===== config.mk =====
export PLATFORM = sky130hd
export DESIGN_NAME = interrupt_priority_arbiter
export DESIGN_NICKNAME = d
export VERILOG_FILES = /design/src/include/intprio_pkg.sv /design/src/hw/interrupt_priority_arbiter.sv /design/src/hw/poll_order_select.sv
export SDC_FILE = /design/constraint.sdc
export NUM_CORES = 1
export LEC_CHECK = 0
export BUFFER_PORTS_ARGS = -buffer_cell sky130_fd_sc_hd__buf_2
export CAP_MARGIN = 20
export CELL_PAD_IN_SITES_DETAIL_PLACEMENT = 1
export CELL_PAD_IN_SITES_GLOBAL_PLACEMENT = 2
export CORE_MARGIN = 5
export CORE_UTILIZATION = 35
export CTS_BUF_LIST = sky130_fd_sc_hd__clkbuf_8
export CTS_CLUSTER_SIZE = 20
export DETAILED_ROUTE_END_ITERATION = 10
export GPL_TIMING_DRIVEN = 0
export PLACE_DENSITY_LB_ADDON = 0.1
export SLEW_MARGIN = 20
export SYNTH_ARGS = -nofsm -noshare
export SYNTH_HDL_FRONTEND = slang
export SYNTH_SLANG_ARGS = --single-unit

===== constraint.sdc =====
create_clock -name clk_i -period 3.75 [get_ports clk_i]
set_input_delay 0.75 -clock clk_i [delete_from_list [all_inputs] [get_ports clk_i]]
set_output_delay 0.75 -clock clk_i [all_outputs]
set_load 0.1 [all_outputs]

===== src/include/intprio_pkg.sv =====
package intprio_pkg;

   // Vector count and layout of the level registers
   localparam int          NUM_VEC       = 14;
   localparam int          NUM_BASE_VEC  = 6;
   localparam int          NUM_EXT_VEC   = 8;
   localparam int          NUM_LEVELS    = 4;
   localparam logic [1:0]  LEVEL_TOP     = 2'h3;
   localparam int          NMI_SLOT      = 4;

   // Register indices on the plain register port
   localparam logic [3:0]  ADDR_EN_BASE  = 4'h0;
   localparam logic [3:0]  ADDR_EN_EXT   = 4'h1;
   localparam logic [3:0]  ADDR_PLO      = 4'h2;
   localparam logic [3:0]  ADDR_PHI      = 4'h3;
   localparam logic [3:0]  ADDR_PLO_EXT  = 4'h4;
   localparam logic [3:0]  ADDR_PHI_EXT  = 4'h5;
   localparam logic [3:0]  ADDR_PEND_LO  = 4'h6;
   localparam logic [3:0]  ADDR_PEND_HI  = 4'h7;
   localparam logic [3:0]  ADDR_INSERV   = 4'h8;

   // Field positions
   localparam int          PEND_NMI_BIT  = 7;

   // Values after reset
   localparam logic [7:0]  RST_REG8      = 8'h00;
   localparam logic [4:0]  RST_INSERV    = 5'h00;

   // Vector addresses
   localparam logic [15:0] VEC_BASE      = 16'h0003;
   localparam logic [15:0] VEC_STEP      = 16'h0008;
   localparam logic [15:0] VEC_NMI       = 16'h0073;

   // Polling positions (0 based) of grouped sources
   localparam int          POS_SHARED_T2 = 5;
   localparam int          POS_EXT_GRP   = 9;

   typedef struct packed {
      logic       ext0;
      logic       tmr0;
      logic       ext1;
      logic       tmr1;
      logic       uart;
      logic       tmr2;
      logic       fdiv;
      logic       lin;
      logic       adc;
      logic       sync_serial_channel;
      logic       ext2;
      logic [3:0] ext6_3;
      logic [3:0] capture_compare_unit;
   } src_events_t;

   typedef struct packed {
      logic        valid;
      logic        nmi;
      logic [3:0]  index;
      logic [1:0]  level;
      logic [15:0] addr;
   } grant_t;

   function automatic logic [15:0] vec_addr(input logic [3:0] idx);
      vec_addr = VEC_BASE + VEC_STEP * {12'h000, idx};
   endfunction : vec_addr

endpackage : intprio_pkg


===== src/hw/interrupt_priority_arbiter.sv =====
`timescale 1ns/1ps
module interrupt_priority_arbiter (
   // Clock and reset
   input  wire logic                     clk_i,
   input  wire logic                     rst_i,
   // Register port
   input  wire logic [3:0]               reg_addr_i,
   input  wire logic [7:0]               reg_wdata_i,
   input  wire logic                     reg_we_i,
   input  wire logic                     reg_re_i,
   output logic      [7:0]               reg_rdata_o,
   // Interrupt sources
   input  wire intprio_pkg::src_events_t src_i,
   input  wire logic                     nmi_i,
   // CPU side
   output intprio_pkg::grant_t           grant_o,
   input  wire logic                     ack_i,
   input  wire logic                     reti_i
);

   logic [5:0]           en_base_reg;
   logic [7:0]           en_ext_reg;
   logic [5:0]           plo_reg;
   logic [5:0]           phi_reg;
   logic [7:0]           plo_ext_reg;
   logic [7:0]           phi_ext_reg;
   logic [13:0]          pend_reg;
   logic [13:0]          pend_next;
   logic                 nmi_pend_reg;
   logic                 nmi_pend_next;
   logic [4:0]           inserv_reg;
   logic [4:0]           inserv_next;
   logic [7:0]           rdata_reg;
   intprio_pkg::grant_t  grant_reg;
   intprio_pkg::grant_t  grant_next;

   // Register decode
   wire                  wr_en_base  = reg_we_i && (reg_addr_i == intprio_pkg::ADDR_EN_BASE);
   wire                  wr_en_ext   = reg_we_i && (reg_addr_i == intprio_pkg::ADDR_EN_EXT);
   wire                  wr_plo      = reg_we_i && (reg_addr_i == intprio_pkg::ADDR_PLO);
   wire                  wr_phi      = reg_we_i && (reg_addr_i == intprio_pkg::ADDR_PHI);
   wire                  wr_plo_ext  = reg_we_i && (reg_addr_i == intprio_pkg::ADDR_PLO_EXT);
   wire                  wr_phi_ext  = reg_we_i && (reg_addr_i == intprio_pkg::ADDR_PHI_EXT);

   // Source events folded onto vectors
   wire [13:0]           vec_event = {src_i.capture_compare_unit[3],
                                      src_i.capture_compare_unit[2],
                                      src_i.capture_compare_unit[1],
                                      src_i.capture_compare_unit[0],
                                      |src_i.ext6_3,
                                      src_i.ext2,
                                      src_i.sync_serial_channel,
                                      src_i.adc,
                                      src_i.tmr2 | src_i.fdiv | src_i.lin,
                                      src_i.uart,
                                      src_i.tmr1,
                                      src_i.ext1,
                                      src_i.tmr0,
                                      src_i.ext0};

   // Level per vector, high bit above low bit
   wire [13:0]           lvl_hi = {phi_ext_reg, phi_reg};
   wire [13:0]           lvl_lo = {plo_ext_reg, plo_reg};
   wire [13:0]           en_all = {en_ext_reg, en_base_reg};
   wire [27:0]           lvl_vec;

   for (genvar i = 0; i < intprio_pkg::NUM_VEC; i++) begin : g_lvl
      assign lvl_vec[2*i +: 2] = {lvl_hi[i], lvl_lo[i]};
   end

   // Only enabled pending vectors compete
   wire [13:0]           cand = pend_reg & en_all;

   wire                  win_found;
   wire [3:0]            win_index;
   wire [1:0]            win_level;

   poll_order_select u_poll (
      .cand_i  (cand),
      .level_i (lvl_vec),
      .found_o (win_found),
      .index_o (win_index),
      .level_o (win_level)
   );

   // Current running maskable level
   wire                  busy_mask = |inserv_reg[3:0];
   wire [1:0]            cur_level = inserv_reg[3] ? 2'h3 :
                                     inserv_reg[2] ? 2'h2 :
                                     inserv_reg[1] ? 2'h1 : 2'h0;

   wire                  nmi_ok  = nmi_pend_reg && !inserv_reg[intprio_pkg::NMI_SLOT];
   wire                  mask_ok = win_found && !inserv_reg[intprio_pkg::NMI_SLOT] &&
                                   (!busy_mask || (win_level > cur_level));

   // Stale offer hazard: hold off one cycle after any ack or return
   wire                  offer_hold = ack_i || reti_i;

   always_comb begin
      grant_next = '0;
      if (!offer_hold) begin
         if (nmi_ok) begin
            grant_next.valid = 1'b1;
            grant_next.nmi   = 1'b1;
            grant_next.addr  = intprio_pkg::VEC_NMI;
         end else if (mask_ok) begin
            grant_next.valid = 1'b1;
            grant_next.index = win_index;
            grant_next.level = win_level;
            grant_next.addr  = intprio_pkg::vec_addr(win_index);
         end
      end
   end

   // Service start and return
   wire                  take     = ack_i && grant_reg.valid;
   wire                  take_nmi = take && grant_reg.nmi;
   wire                  take_vec = take && !grant_reg.nmi;
   wire [13:0]           clr_vec  = take_vec ? (14'h0001 << grant_reg.index) : 14'h0000;
   wire [4:0]            set_serv = take_nmi ? 5'h10 :
                                    take_vec ? (5'h01 << grant_reg.level) : 5'h00;

   // Return ends the innermost routine: highest bit in service
   function automatic logic [4:0] top_bit(input logic [4:0] v);
      top_bit = 5'h00;
      for (int k = 0; k < 5; k++) begin
         if (v[k]) begin
            top_bit = 5'h01 << k;
         end
      end
   endfunction : top_bit

   wire [4:0]            clr_serv = reti_i ? top_bit(inserv_reg) : 5'h00;

   // New events win over the clear of the same cycle
   assign pend_next     = (pend_reg & ~clr_vec) | vec_event;
   assign nmi_pend_next = (nmi_pend_reg && !take_nmi) || nmi_i;
   assign inserv_next   = (inserv_reg & ~clr_serv) | set_serv;

   // Read mux
   wire [7:0]            rd_mux =
      (reg_addr_i == intprio_pkg::ADDR_EN_BASE) ? {2'h0, en_base_reg} :
      (reg_addr_i == intprio_pkg::ADDR_EN_EXT)  ? en_ext_reg :
      (reg_addr_i == intprio_pkg::ADDR_PLO)     ? {2'h0, plo_reg} :
      (reg_addr_i == intprio_pkg::ADDR_PHI)     ? {2'h0, phi_reg} :
      (reg_addr_i == intprio_pkg::ADDR_PLO_EXT) ? plo_ext_reg :
      (reg_addr_i == intprio_pkg::ADDR_PHI_EXT) ? phi_ext_reg :
      (reg_addr_i == intprio_pkg::ADDR_PEND_LO) ? {nmi_pend_reg, 1'b0, pend_reg[5:0]} :
      (reg_addr_i == intprio_pkg::ADDR_PEND_HI) ? pend_reg[13:6] :
      (reg_addr_i == intprio_pkg::ADDR_INSERV)  ? {3'h0, inserv_reg} : 8'h00;

   always_ff @(posedge clk_i) begin
      if (rst_i) begin
         en_base_reg <= intprio_pkg::RST_REG8[5:0];
         en_ext_reg  <= intprio_pkg::RST_REG8;
         plo_reg     <= intprio_pkg::RST_REG8[5:0];
         phi_reg     <= intprio_pkg::RST_REG8[5:0];
         plo_ext_reg <= intprio_pkg::RST_REG8;
         phi_ext_reg <= intprio_pkg::RST_REG8;
      end else begin
         if (wr_en_base) en_base_reg <= reg_wdata_i[5:0];
         if (wr_en_ext)  en_ext_reg  <= reg_wdata_i;
         if (wr_plo)     plo_reg     <= reg_wdata_i[5:0];
         if (wr_phi)     phi_reg     <= reg_wdata_i[5:0];
         if (wr_plo_ext) plo_ext_reg <= reg_wdata_i;
         if (wr_phi_ext) phi_ext_reg <= reg_wdata_i;
      end
   end

   always_ff @(posedge clk_i) begin
      if (rst_i) begin
         pend_reg     <= 14'h0000;
         nmi_pend_reg <= 1'b0;
         inserv_reg   <= intprio_pkg::RST_INSERV;
         grant_reg    <= '0;
         rdata_reg    <= intprio_pkg::RST_REG8;
      end else begin
         pend_reg     <= pend_next;
         nmi_pend_reg <= nmi_pend_next;
         inserv_reg   <= inserv_next;
         grant_reg    <= grant_next;
         rdata_reg    <= reg_re_i ? rd_mux : 8'h00;
      end
   end

   assign reg_rdata_o = rdata_reg;
   assign grant_o     = grant_reg;

   // Helpers for the checks below
   logic [13:0] cand_above;
   logic [13:0] cand_before;
   logic [13:0] cand_d;
   logic [13:0] lvl_hi_d;
   logic [13:0] lvl_lo_d;

   // An offer reflects the cycle before it, so its checks look one cycle back
   always_ff @(posedge clk_i) begin
      cand_d   <= cand;
      lvl_hi_d <= lvl_hi;
      lvl_lo_d <= lvl_lo;
   end

   for (genvar i = 0; i < intprio_pkg::NUM_VEC; i++) begin : g_chk
      assign cand_above[i]  = cand[i] && (lvl_vec[2*i +: 2] > win_level);
      assign cand_before[i] = cand[i] && (lvl_vec[2*i +: 2] == win_level) &&
                              (4'(i) < win_index);
   end

   AST_NMI_WINS: assert property (@(posedge clk_i) disable iff (rst_i)
      (nmi_pend_reg && !inserv_reg[4] && !ack_i && !reti_i)
      |=> (grant_o.valid && grant_o.nmi && grant_o.addr == intprio_pkg::VEC_NMI))
      else $error("Pending non-maskable request not offered");

   AST_LEVEL_MAP: assert property (@(posedge clk_i) disable iff (rst_i)
      (grant_o.valid && !grant_o.nmi)
      |-> (grant_o.level == {lvl_hi_d[grant_o.index], lvl_lo_d[grant_o.index]}))
      else $error("Offered level does not match level registers");

   AST_STRICT_ABOVE: assert property (@(posedge clk_i) disable iff (rst_i)
      (grant_o.valid && !grant_o.nmi && busy_mask) |-> (grant_o.level > cur_level))
      else $error("Offer does not outrank running routine");

   AST_TOP_LOCKED: assert property (@(posedge clk_i) disable iff (rst_i)
      inserv_reg[3] |-> !(grant_o.valid && !grant_o.nmi))
      else $error("Top level routine offered a preemption");

   AST_HIGH_FIRST: assert property (@(posedge clk_i) disable iff (rst_i)
      win_found |-> (cand_above == 14'h0000))
      else $error("Higher level candidate passed over");

   AST_POLL_ORDER: assert property (@(posedge clk_i) disable iff (rst_i)
      win_found |-> (cand_before == 14'h0000))
      else $error("Earlier polled candidate passed over");

   AST_SHARED_VEC: assert property (@(posedge clk_i) disable iff (rst_i)
      (src_i.tmr2 || src_i.fdiv || src_i.lin)
      |=> (pend_reg[intprio_pkg::POS_SHARED_T2] ##0 (intprio_pkg::vec_addr(4'h5) == 16'h002B)))
      else $error("Shared timer vector not pending");

   AST_ENABLE_GATE: assert property (@(posedge clk_i) disable iff (rst_i)
      (grant_o.valid && !grant_o.nmi) |-> cand_d[grant_o.index])
      else $error("Disabled or idle vector offered");

   AST_PEND_HOLD: assert property (@(posedge clk_i) disable iff (rst_i)
      $fell(pend_reg[0]) |-> $past(ack_i && grant_o.valid && !grant_o.nmi && grant_o.index == 4'h0))
      else $error("Pending request lost without service");

   AST_ACK_CLEARS: assert property (@(posedge clk_i) disable iff (rst_i)
      (ack_i && grant_o.valid && !grant_o.nmi) |=> (inserv_reg[$past(grant_o.level)] && !grant_o.valid))
      else $error("Accepted service not recorded");

   AST_VEC_ADDR: assert property (@(posedge clk_i) disable iff (rst_i)
      (grant_o.valid && !grant_o.nmi)
      |-> (grant_o.addr == intprio_pkg::VEC_BASE + intprio_pkg::VEC_STEP * {12'h000, grant_o.index}))
      else $error("Offered vector address off its slot");

   AST_NMI_FIRST: assert property (@(posedge clk_i) disable iff (rst_i)
      (grant_o.valid && !grant_o.nmi) |-> !$past(nmi_ok))
      else $error("Maskable offer beside an eligible non-maskable request");

   AST_NMI_LOCK: assert property (@(posedge clk_i) disable iff (rst_i)
      inserv_reg[intprio_pkg::NMI_SLOT] |-> !grant_o.valid)
      else $error("Offer made while non-maskable routine runs");

   AST_DROP_AFTER_ACK: assert property (@(posedge clk_i) disable iff (rst_i)
      (ack_i || reti_i) |=> !grant_o.valid)
      else $error("Offer not dropped after ack or return");

   AST_PEND_SET: assert property (@(posedge clk_i) disable iff (rst_i)
      (vec_event != 14'h0000)
      |=> ((pend_reg & $past(vec_event)) == $past(vec_event)))
      else $error("Source event not recorded as pending");

   // No ack in the cycle: a stale offer may still be taken as its enable drops
   AST_DISABLED_KEPT: assert property (@(posedge clk_i) disable iff (rst_i)
      (((pend_reg & ~en_all) != 14'h0000) && !ack_i)
      |=> ((pend_reg & $past(pend_reg & ~en_all)) == $past(pend_reg & ~en_all)))
      else $error("Disabled pending request lost");

   AST_TOP_RETURN: assert property (@(posedge clk_i) disable iff (rst_i)
      (reti_i && !ack_i && inserv_reg[3] && !inserv_reg[intprio_pkg::NMI_SLOT])
      |=> !inserv_reg[3])
      else $error("Return did not end the top level routine");

   AST_GRANT_IDLE: assert property (@(posedge clk_i) disable iff (rst_i)
      (!win_found && !nmi_ok) |=> !grant_o.valid)
      else $error("Offer made with no eligible request");

   AST_RDATA_IDLE: assert property (@(posedge clk_i) disable iff (rst_i)
      !reg_re_i |=> (reg_rdata_o == 8'h00))
      else $error("Read data present without a read");

endmodule : interrupt_priority_arbiter


===== src/hw/poll_order_select.sv =====
`timescale 1ns/1ps
module poll_order_select (
   // Candidates and their levels
   input  wire logic [13:0] cand_i,
   input  wire logic [27:0] level_i,
   // Winner
   output logic             found_o,
   output logic [3:0]       index_o,
   output logic [1:0]       level_o
);

   logic [3:0][13:0] at_level;
   logic [3:0][3:0]  first_idx;
   logic [3:0]       found;

   // Lowest index is first in the polling sequence
   function automatic logic [3:0] first_index(input logic [13:0] v);
      first_index = 4'h0;
      for (int k = 13; k >= 0; k--) begin
         if (v[k]) begin
            first_index = 4'(k);
         end
      end
   endfunction : first_index

   for (genvar l = 0; l < 4; l++) begin : g_lvl
      for (genvar i = 0; i < 14; i++) begin : g_vec
         assign at_level[l][i] = cand_i[i] & (level_i[2*i +: 2] == 2'(l));
      end
      assign found[l]     = |at_level[l];
      assign first_idx[l] = first_index(at_level[l]);
   end

   // Highest level first, then polling order within it
   assign found_o = |found;
   assign level_o = found[3] ? 2'h3 :
                    found[2] ? 2'h2 :
                    found[1] ? 2'h1 : 2'h0;
   assign index_o = first_idx[level_o];

endmodule : poll_order_select


==> impl_metrics.env, run 1 <==
export IMPL_clock_path_buffers=2
export IMPL_crit_type="reg2reg"
export IMPL_peakVddDrop_uv=161
export IMPL_status="finished clean"
export IMPL_max_cap_violations=0
export IMPL_synth_top_area_share_pct=33.8
export IMPL_r2r_end="grant_o[18]$_SDFF_PP0_"
export IMPL_yosys_top_cells_area="dfxtp_1 34%, a21oi_1 6.6%, nand2_1 5.2%"
export IMPL_synth_xor_area_share_pct=0
export IMPL_final_antenna_net_count=0
export IMPL_finalPower_uw=1840
export IMPL_htreeDepth=3
export IMPL_hp_class="reg2reg"
export IMPL_place_inst=829
export IMPL_start_kind="flop"
export IMPL_synth_cell_types=71
export IMPL_ys_ff_latch=81
export IMPL_yosys_warnings=0
export IMPL_synth_async_sr_flop_share_pct=0
export IMPL_whs_path_depth=2
export IMPL_fillers=1670
export IMPL_io_pins=70
export IMPL_post_cts_resized=0
export IMPL_grt_max_degree=14
export IMPL_hold_violations=0
export IMPL_cp_end_kind="flop"
export IMPL_min_from="plo_ext_reg[7]$_SDFFE_PP0P_"
export IMPL_rrSetupSlack_ns=0.23
export IMPL_crit_path_max_fanout=8
export IMPL_synth_enable_flop_cells=0
export IMPL_grtUsageTotal_pct=24.2
export IMPL_post_cts_setup_buffers=0
export IMPL_die_x_um=127
export IMPL_synth_cells=587
export IMPL_muxShareOfSynthArea_pct=7.62
export IMPL_fin_crit_ns=3.52
export IMPL_drt_iter0_drc=224
export IMPL_p_leak_uw=0.00220
export IMPL_die_y_um=127
export IMPL_setup_viol=0
export IMPL_synth_avg_cell_area_sq_um=8.17
export IMPL_diodes=0
export IMPL_p_int_uw=1270
export IMPL_relSlewSlack_pct=29.7
export IMPL_drv_slew=0
export IMPL_wl_per_cell_um=23.1
export IMPL_fin_nets=704
export IMPL_synth_top_area_cell="dfxtp_1"
export IMPL_cp_arrival_ns=3.79
export IMPL_netlist_area_sq_um=4800
export IMPL_dr_pass1_iters=5
export IMPL_grt_first_pass_wirelength_um=29600
export IMPL_core_area_sq_um=13300
export IMPL_grt_pass1_vias=4977
export IMPL_vias_per_cell=5.85
export IMPL_hold_slack_ns=0.516
export IMPL_place_gp_congestion=0.939
export IMPL_reg2regPathDepth=9
export IMPL_met1_usage_pct=32.4
export IMPL_wirelength_um=19500
export IMPL_synth_simple_area_share_pct=35.0
export IMPL_antenna_found_initial=0
export IMPL_synthToLayoutAreaGrowth_pct=15.3
export IMPL_cts_root_buf="clkbuf_8"
export IMPL_synthFlopType="dfxtp_1"
export IMPL_ys_top_cells_by_count="81 x dfxtp_1, 66 x nand2_1, 63 x a21oi_1, 63 x nor2_1, 25 x nand3_1"
export IMPL_grt_overflow_total=0
export IMPL_numCtsBuffers=9
export IMPL_switching_share_pct=30.8
export IMPL_cts_num_sinks=81
export IMPL_cts_tree="done"
export IMPL_holdPathEnd="plo_ext_reg[7]$_SDFFE_PP0P_"
export IMPL_grt_setup_unrepaired="false"
export IMPL_vias=4944
export IMPL_hold_buffers=0
export IMPL_initial_utilization_pct=35.9
export IMPL_use_met2_pct=37.6
export IMPL_post_route_period_util_pct=93.9
export IMPL_ys_seq_area_share_pct=33.8
export IMPL_drive_gt1_share_pct=17.5
export IMPL_rows=42
export IMPL_tightest_slew_ns=1.04
export IMPL_clkTransAtPathRegs_ns=0.09
export IMPL_instances_no_fill=845
export IMPL_pwr_share_clk_pct=36.3
export IMPL_worst_ep_required_time_ns=4.02
export IMPL_fmax_mhz=284
export IMPL_met3_usage_pct=3.80
export IMPL_drc=0
export IMPL_r2r_start="phi_ext_reg[3]$_SDFFE_PP0P_"
export IMPL_p_per_area_nw_per_um2=333
export IMPL_dpl_hpwl_um=15000
export IMPL_clock_skew_ns=0.0142
export IMPL_clk_latency_ns=0.38
export IMPL_largest_register_ffs=14
export IMPL_synth_most_common_cell="dfxtp_1"
export IMPL_io_buffers=57
export IMPL_die_area_sq_um=16100
export IMPL_p_comb_share_pct=13.6
export IMPL_setup_tns_ns=0
export IMPL_top_usage_layer="met2"
export IMPL_synth_top_family_by_area="simple AND/OR/NAND/NOR gates"
export IMPL_synth_compound_area_share_pct=18.4
export IMPL_seqPwrFrac_pct=50.1
export IMPL_synthAdderAreaFrac_pct=0.522
export IMPL_p_switching_uw=567
## power by group through the flow
stage | logic [uW] | clock network, uW | registers [uW]
after global placement | 246 | 0 | 938
final | 251 | 668 | 921
after global routing | 268 | 714 | 923
after CTS | 250 | 681 | 919
after detailed placement | 249 | 0 | 939
after floorplan | 152 | 0 | 945
## per-layer routing
layer	vias to the layer above	share of wire, %
li1	2353	-
met1	2412	46
met2	143	45
met3	36	5.2
met4	0	4.2
met5	-	0
## cells by family after synthesis
group,after synthesis
AND/OR/NAND/NOR,289
AO/OA/AOI/OAI,136
flip-flops,81
buffers and inverters,45
multiplexers,33
adder cells (fa/ha/maj),2
other,1
## critical path, stage by stage, from the launching register on
cell	delay (ns)
dfxtp_1	0.54
and4b_1	0.30
or4_4	0.56
or4_4	0.54
a21boi_2	0.22
ha_1	0.26
a21oi_1	0.16
o21a_1	0.17
nand2_1	0.25
o32ai_1	0.40
## layout make-up
| type | count | area (sq um) | share of cell area, % |
|---|---|---|---|
| timing repair buffer | 57 | 285 | 5.16 |
| buffer | 34 | 176 | 3.19 |
| clock inverter | 6 | 57.6 | 1.04 |
| sequential | 81 | 1620 | 29.3 |
| multi-input combinational | 470 | 2990 | 54.1 |
| clock buffer | 10 | 138 | 2.49 |
| inverter | 11 | 41.3 | 0.747 |
| tap | 176 | 220 | 3.98 |
## worst max-delay path by stage
stage | from | slack [ns] | end
after floorplan | phi_ext_reg[2]$_SDFFE_PP0P_ | 0.86 | grant_o[18]$_SDFF_PP0_
after global routing | pend_reg[9]$_SDFF_PP0_ | 0.07 | grant_o[18]$_SDFF_PP0_
final | phi_ext_reg[3]$_SDFFE_PP0P_ | 0.23 | grant_o[18]$_SDFF_PP0_
after global placement | phi_ext_reg[3]$_SDFFE_PP0P_ | 0.40 | grant_o[18]$_SDFF_PP0_
after CTS | phi_ext_reg[3]$_SDFFE_PP0P_ | 0.26 | grant_o[18]$_SDFF_PP0_
after detailed placement | phi_ext_reg[3]$_SDFFE_PP0P_ | 0.31 | grant_o[18]$_SDFF_PP0_
## cell usage in the layout, fill, tap and decap left out, types with 4 or more instances in the layout
| master | count |
|---|---|
| clkinv_2 | 4 |
| o21ai_0 | 10 |
| a21boi_0 | 4 |
| a21o_1 | 4 |
| conb_1 | 10 |
| nor3_1 | 5 |
| nor4_1 | 8 |
| nand4_1 | 21 |
| a32oi_1 | 5 |
| and4b_1 | 8 |
| buf_2 | 57 |
| nand3_1 | 25 |
| mux2i_1 | 23 |
| nand2_1 | 66 |
| inv_1 | 10 |
| mux2_2 | 8 |
| nand3b_1 | 7 |
| o31ai_1 | 7 |
| nand4b_1 | 21 |
| buf_4 | 13 |
| nand4bb_1 | 5 |
| clkbuf_1 | 19 |
| nor2_1 | 63 |
| a221oi_1 | 5 |
| dfxtp_1 | 81 |
| a22oi_1 | 6 |
| a21oi_1 | 63 |
| nor2b_1 | 6 |
| clkbuf_8 | 10 |
| nand2b_1 | 13 |
| nor4bb_1 | 5 |
## per-stage QoR
stage	util (%)	setup slack, ns	instance area (sq um)
2_1_floorplan	-	0.856	4830
3_5_place_dp	40.0	0.313	5340
6_report	41.4	0.228	5530
5_1_grt	41.4	0.0708	5530
3_3_place_gp	40.0	0.397	5340
4_1_cts	41.4	0.262	5530
Power figures use the tool's default switching activity.
==> inputs of run 2 (changes only) <==
Settings changed: CORE_UTILIZATION 35 to 36, SYNTH_HIERARCHICAL set to 1.
==> impl_metrics.env, run 2 <==
export IMPL_crit_chain="and2_1 > nand3_1 > nand4_1 > or2_1 > nor3_1 > nand2_1 > ha_1 > nor2b_1 > o21ai_0 > a21oi_1 > and2b_1 > and2_1"
export IMPL_netlist_area_sq_um=4880
export IMPL_synth_avg_cell_area_sq_um=8.34
export IMPL_peakVddDrop_uv=192
export IMPL_numCtsBuffers=9
export IMPL_clock_path_buffers=2
export IMPL_synth_most_common_cell="nor2_1"
export IMPL_synth_top_family_by_area="simple AND/OR/NAND/NOR gates"
export IMPL_diodes=0
export IMPL_core_area_sq_um=13300
export IMPL_finalPower_uw=1900
export IMPL_p_leak_uw=0.00246
export IMPL_synth_cells=586
export IMPL_cts_num_sinks=81
export IMPL_fillers=1617
export IMPL_place_gp_congestion=0.919
export IMPL_vias_per_cell=5.72
export IMPL_final_antenna_net_count=0
export IMPL_mostFrequentLayoutCells="85 x nor2_1, 81 x dfxtp_1, 61 x buf_2, 48 x mux2i_1, 38 x a21oi_1"
export IMPL_synth_simple_area_share_pct=32.9
export IMPL_io_buffers=58
export IMPL_ys_seq_area_share_pct=33.2
export IMPL_rows=42
export IMPL_met3_usage_pct=3.36
export IMPL_cts_root_buf="clkbuf_8"
export IMPL_mostFrequentLayoutCell="nor2_1"
export IMPL_min_from="en_base_reg[1]$_SDFFE_PP0P_"
export IMPL_grtUsageTotal_pct=22.0
export IMPL_synth_xor_area_share_pct=0
export IMPL_synthFlopType="dfxtp_1"
export IMPL_reg2regPathDepth=12
export IMPL_drt_iter0_drc=358
export IMPL_htreeDepth=3
export IMPL_yosys_top_cells_area="dfxtp_1 33%, mux2i_1 9.8%, nor2_1 6.5%"
export IMPL_grt_overflow_total=0
export IMPL_hp_class="reg2reg"
export IMPL_synthAdderAreaFrac_pct=0.512
export IMPL_hold_buffers=0
export IMPL_synth_compound_area_share_pct=16.6
export IMPL_p_per_area_nw_per_um2=336
export IMPL_drc=0
export IMPL_muxShareOfSynthArea_pct=11.4
export IMPL_fin_crit_ns=3.02
export IMPL_post_route_period_util_pct=80.4
export IMPL_grt_max_degree=14
export IMPL_met1_usage_pct=29.8
export IMPL_wl_per_cell_um=21.3
export IMPL_ys_top_cells_by_count="85 x nor2_1, 81 x dfxtp_1, 48 x mux2i_1"
export IMPL_synth_async_sr_flop_share_pct=0
export IMPL_setup_viol=0
export IMPL_fin_nets=704
export IMPL_fmax_mhz=332
export IMPL_hold_violations=0
export IMPL_start_kind="flop"
export IMPL_worst_ep_required_time_ns=4.05
export IMPL_cts_tree="done"
export IMPL_whs_path_depth=2
export IMPL_grt_pass1_vias=4723
export IMPL_largest_register_ffs=14
export IMPL_r2r_start="pend_reg[4]$_SDFF_PP0_"
export IMPL_top_usage_layer="met2"
export IMPL_die_y_um=126
export IMPL_clk_latency_ns=0.37
export IMPL_initial_utilization_pct=36.7
export IMPL_synth_cell_types=81
export IMPL_synth_top_area_cell="dfxtp_1"
export IMPL_vias=4837
export IMPL_rrSetupSlack_ns=0.73
export IMPL_dpl_hpwl_um=14500
export IMPL_max_cap_violations=0
export IMPL_synthToLayoutAreaGrowth_pct=15.8
export IMPL_drv_slew=0
export IMPL_wirelength_um=18000
export IMPL_ys_ff_latch=81
export IMPL_relSlewSlack_pct=41.4
export IMPL_crit_type="reg2reg"
export IMPL_crit_path_max_fanout=6
export IMPL_yosys_warnings=6
export IMPL_dr_pass1_iters=5
export IMPL_antenna_found_initial=0
export IMPL_drive_gt1_share_pct=18.1
export IMPL_clock_skew_ns=0.0191
export IMPL_die_area_sq_um=16000
export IMPL_clkTransAtPathRegs_ns=0.08
export IMPL_post_cts_setup_buffers=0
export IMPL_cp_end_kind="flop"
export IMPL_die_x_um=126
export IMPL_tightest_slew_ns=0.873
export IMPL_cp_slowest_cell="dfxtp_1"
export IMPL_grt_first_pass_wirelength_um=27400
export IMPL_setup_tns_ns=0
export IMPL_synth_enable_flop_cells=0
export IMPL_synth_top_area_share_pct=33.2
export IMPL_slowest_delay_ns=0.36
export IMPL_post_cts_resized=0
export IMPL_cp_arrival_ns=3.32
export IMPL_holdPathEnd="reg_rdata_o[1]$_SDFF_PP0_"
export IMPL_use_met2_pct=35.9
export IMPL_status="finished clean"
export IMPL_r2r_end="grant_o[21]$_SDFF_PP0_"
export IMPL_io_pins=70
export IMPL_crit_top_cell="and2_1"
export IMPL_grt_setup_unrepaired="false"
run 2: power breakdown:
group / internal, uW / total (uW) / switching, uW
clock network: 411 / 739 / 328
logic: 77.5 / 256 / 179
registers: 880 / 907 / 26.8
total: 1370 / 1900 / 534
run 2: per-stage QoR:
stage | utilization, % | area (sq um) | hold slack [ns] | worst slack, ns | cells
floorplan | - | 4920 | 0.447 | 1.33 | 595
global placement | 40.8 | 5430 | 0.499 | 0.798 | 829
detailed placement | 40.8 | 5430 | 0.505 | 0.777 | 829
CTS | 42.6 | 5660 | 0.525 | 0.740 | 845
global route | 42.6 | 5660 | 0.546 | 0.574 | 845
finish | 42.6 | 5660 | 0.521 | 0.734 | 845
run 2: area by class of cell:
cell class              instances  area (sq um)  share of cell area, %
well taps                     176           220                   3.89
inverters                      13          48.8                  0.862
clock inverters                 5          77.6                   1.37
flip-flops and latches         81          1620                   28.7
repair buffers                 58           290                   5.13
clock buffers                  11           151                   2.68
multi-input cells             468          3040                   53.8
plain buffers                  33           206                   3.65
run 2: kinds of logic (layout without fill, tap and decap cells):
group / Yosys count / in the layout
AO/OA/AOI/OAI: 121 / 121
adder cells (fa/ha/maj): 2 / 2
buffers and inverters: 46 / 120
flip-flops: 81 / 81
multiplexers: 52 / 52
other: 1 / 10
AND/OR/NAND/NOR: 283 / 283
run 2: worst max-delay path by stage:
stage,start,slack [ns],cells past startpoint,endpoint
final,pend_reg[4]$_SDFF_PP0_,0.73,12,grant_o[21]$_SDFF_PP0_
after global routing,pend_reg[4]$_SDFF_PP0_,0.57,12,grant_o[19]$_SDFF_PP0_
after CTS,pend_reg[4]$_SDFF_PP0_,0.74,12,grant_o[21]$_SDFF_PP0_
after detailed placement,pend_reg[4]$_SDFF_PP0_,0.78,12,grant_o[21]$_SDFF_PP0_
after global placement,pend_reg[1]$_SDFF_PP0_,0.80,12,grant_o[17]$_SDFF_PP0_
after floorplan,pend_reg[4]$_SDFF_PP0_,1.33,12,grant_o[16]$_SDFF_PP0_
run 2: layer usage:
| metal | vias up | routed length, um |
|---|---|---|
| met3 | 22 | 902 |
| met2 | 146 | 8440 |
| li1 | 2281 | - |
| met4 | 0 | 367 |
| met5 | - | 0 |
| met1 | 2388 | 8280 |
run 2: worst max-delay path, delay by kind of cell (launching register included):
kind | cells | cell delay [ns]
simple gates | 9 | 1.85
fa+ha+maj | 1 | 0.34
compound gates | 2 | 0.39
flops | 1 | 0.36
==> inputs of run 3 (changes only) <==
Settings changed: ABC_AREA set to 1, CORE_UTILIZATION 36 to 28.
Clock period 3.75 ns to 2.7 ns, I/O delays scaled along.
==> impl_metrics.env, run 3 <==
export IMPL_worst_ep_required_time_ns=3.00
export IMPL_ys_top_cells_by_count="198 x nand2_1, 117 x inv_1, 105 x nand3_1"
export IMPL_fin_nets=895
export IMPL_grt_first_pass_wirelength_um=30400
export IMPL_synthToLayoutAreaGrowth_pct=18.6
export IMPL_synth_compound_area_share_pct=16.1
export IMPL_synth_simple_area_share_pct=35.6
export IMPL_initial_utilization_pct=28.7
export IMPL_clkTransAtPathRegs_ns=0.08
export IMPL_status="finished clean"
export IMPL_synthFlopType="dfxtp_1"
export IMPL_p_per_area_nw_per_um2=442
export IMPL_pwr_share_clk_pct=36.6
export IMPL_die_area_sq_um=19800
export IMPL_numCtsBuffers=9
export IMPL_place_inst=1062
export IMPL_grt_pass1_vias=5678
export IMPL_cts_num_sinks=81
export IMPL_hold_violations=0
export IMPL_mostFrequentLayoutCells="192 x nand2_1, 115 x inv_1, 105 x nand3_1, 79 x dfxtp_1, 70 x a21oi_1"
export IMPL_start_kind="flop"
export IMPL_die_x_um=141
export IMPL_drt_iter0_drc=279
export IMPL_relSlewSlack_pct=50.7
export IMPL_cts_tree="done"
export IMPL_instances_no_fill=1079
export IMPL_io_buffers=58
export IMPL_final_antenna_net_count=0
export IMPL_fmax_mhz=397
export IMPL_grt_setup_unrepaired="false"
export IMPL_synth_enable_flop_cells=0
export IMPL_synth_avg_cell_area_sq_um=6.18
export IMPL_antenna_found_initial=0
export IMPL_die_y_um=141
export IMPL_hold_buffers=0
export IMPL_post_route_period_util_pct=93.3
export IMPL_mostFrequentLayoutCell="nand2_1"
export IMPL_htreeDepth=3
export IMPL_setup_viol=0
export IMPL_place_gp_congestion=0.871
export IMPL_grt_overflow_total=0
export IMPL_synth_top_area_cell="dfxtp_1"
export IMPL_switching_share_pct=29.4
export IMPL_hold_slack_ns=0.389
export IMPL_grtUsageTotal_pct=19.8
export IMPL_wirelength_um=19600
export IMPL_p_leak_uw=0.00262
export IMPL_p_int_uw=1770
export IMPL_wl_per_cell_um=18.2
export IMPL_tightest_slew_ns=0.740
export IMPL_drive_gt1_share_pct=17.2
export IMPL_p_comb_share_pct=13.5
export IMPL_vias_per_cell=4.93
export IMPL_rows=47
export IMPL_seqPwrFrac_pct=49.9
export IMPL_vias=5317
export IMPL_cp_end_kind="flop"
export IMPL_synth_cells=775
export IMPL_fin_util_pct=34.0
export IMPL_fin_crit_ns=2.52
export IMPL_yosys_warnings=6
export IMPL_hp_class="in2reg"
export IMPL_cts_root_buf="clkbuf_8"
export IMPL_synth_async_sr_flop_share_pct=0
export IMPL_yosys_top_cells_area="dfxtp_1 34%, nand2_1 16%, nand3_1 11%"
export IMPL_dr_pass1_iters=4
export IMPL_crit_type="reg2reg"
export IMPL_drv_slew=0
export IMPL_grt_max_degree=13
export IMPL_largest_register_ffs=14
export IMPL_ys_ff_latch=81
export IMPL_dpl_hpwl_um=16200
export IMPL_crit_path_max_fanout=6
export IMPL_muxShareOfSynthArea_pct=0
export IMPL_synth_most_common_cell="nand2_1"
export IMPL_clk_latency_ns=0.37
export IMPL_netlist_area_sq_um=4790
export IMPL_peakVddDrop_uv=224
export IMPL_ys_seq_area_share_pct=33.8
export IMPL_drc=0
export IMPL_synth_top_area_share_pct=33.8
export IMPL_clock_path_buffers=2
export IMPL_synthAdderAreaFrac_pct=0.522
export IMPL_io_pins=70
export IMPL_diodes=0
export IMPL_synth_cell_types=38
export IMPL_p_switching_uw=740
export IMPL_clock_skew_ns=0.00967
export IMPL_synth_top_family_by_area="simple AND/OR/NAND/NOR gates"
export IMPL_max_cap_violations=0
export IMPL_cp_arrival_ns=2.82
export IMPL_synth_xor_area_share_pct=0
export IMPL_core_area_sq_um=16700
## run 3: kinds of logic after synthesis
kind of cell,count (synthesis)
adders and majority gates,2
other,1
and+or+nand+nor,388
DFF,81
buffers and inverters,159
AOI/OAI and AO/OA,144
## run 3: power by group through the flow
stage | Combinational, uW | Sequential, uW | Clock [uW]
6_report | 339 | 1260 | 919
5_1_grt | 367 | 1260 | 979
4_1_cts | 339 | 1250 | 933
3_5_place_dp | 338 | 1280 | 0
3_3_place_gp | 333 | 1280 | 0
2_1_floorplan | 200 | 1300 | 0
## run 3: area by class of cell
| type | count | area [sq um] |
|---|---|---|
| buffer | 29 | 171 |
| clock buffer | 11 | 151 |
| fill | 2247 | 11000 |
| multi-input combinational | 544 | 2620 |
| timing repair buffer | 60 | 309 |
| inverter | 130 | 490 |
| tap | 220 | 275 |
| sequential | 81 | 1620 |
| clock inverter | 4 | 43.8 |
## run 3: stage by stage
stage / setup TNS [ns] / total power [uW] / setup slack (ns) / cell area, sq um
finish: 0 / 2510 / 0.180 / 5680
global route: 0 / 2610 / 0.00678 / 5680
CTS: 0 / 2530 / 0.00365 / 5610
detailed placement: -2.05 / 1620 / -0.268 / 5390
global placement: -1.75 / 1610 / -0.247 / 5390
floorplan: 0 / 1500 / 0.574 / 4820
## run 3: what timing repair did
item,4_1_cts,5_1_grt
pin swaps,1,2
buffers inserted,1,1
gates resized for setup,9,21
endpoints found under the setup margin,10,10
## run 3: per-layer routing
layer	track usage, %	up-vias	wire [um]	part of all wire, %
met2	33.2	97	9340	48
li1	-	2657	-	-
met1	26.3	2538	9030	46
met4	7.09	0	544	2.8
met3	2.44	25	721	3.7
met5	0	-	0	0
## run 3: final timing paths
check                                  start                         end  slack [ns]  depth (start not counted)
setup / recovery      pend_reg[7]$_SDFF_PP0_      grant_o[21]$_SDFF_PP0_        0.18                         17
hold / removal                         nmi_i     nmi_pend_reg$_SDFF_PP0_        0.39                          3
setup reg to reg      pend_reg[7]$_SDFF_PP0_      grant_o[21]$_SDFF_PP0_        0.18                         17
hold reg to reg   en_ext_reg[1]$_SDFFE_PP0P_  en_ext_reg[1]$_SDFFE_PP0P_        0.48                          2
## run 3: worst max-delay path, stage by stage (launching register included)
cell and delay [ns]:
dfxtp_1 0.35, nand2_1 0.15, inv_1 0.11, nand3_1 0.13, nand2_1 0.14, nor2_4 0.18, nand2_2 0.09, nor2_4 0.14
nand2_2 0.08, nand2_4 0.10, inv_2 0.07, ha_1 0.29, nand2_1 0.07, o21ai_1 0.07, o41ai_2 0.08, nand3_1 0.15
buf_6 0.17, nor2_1 0.09
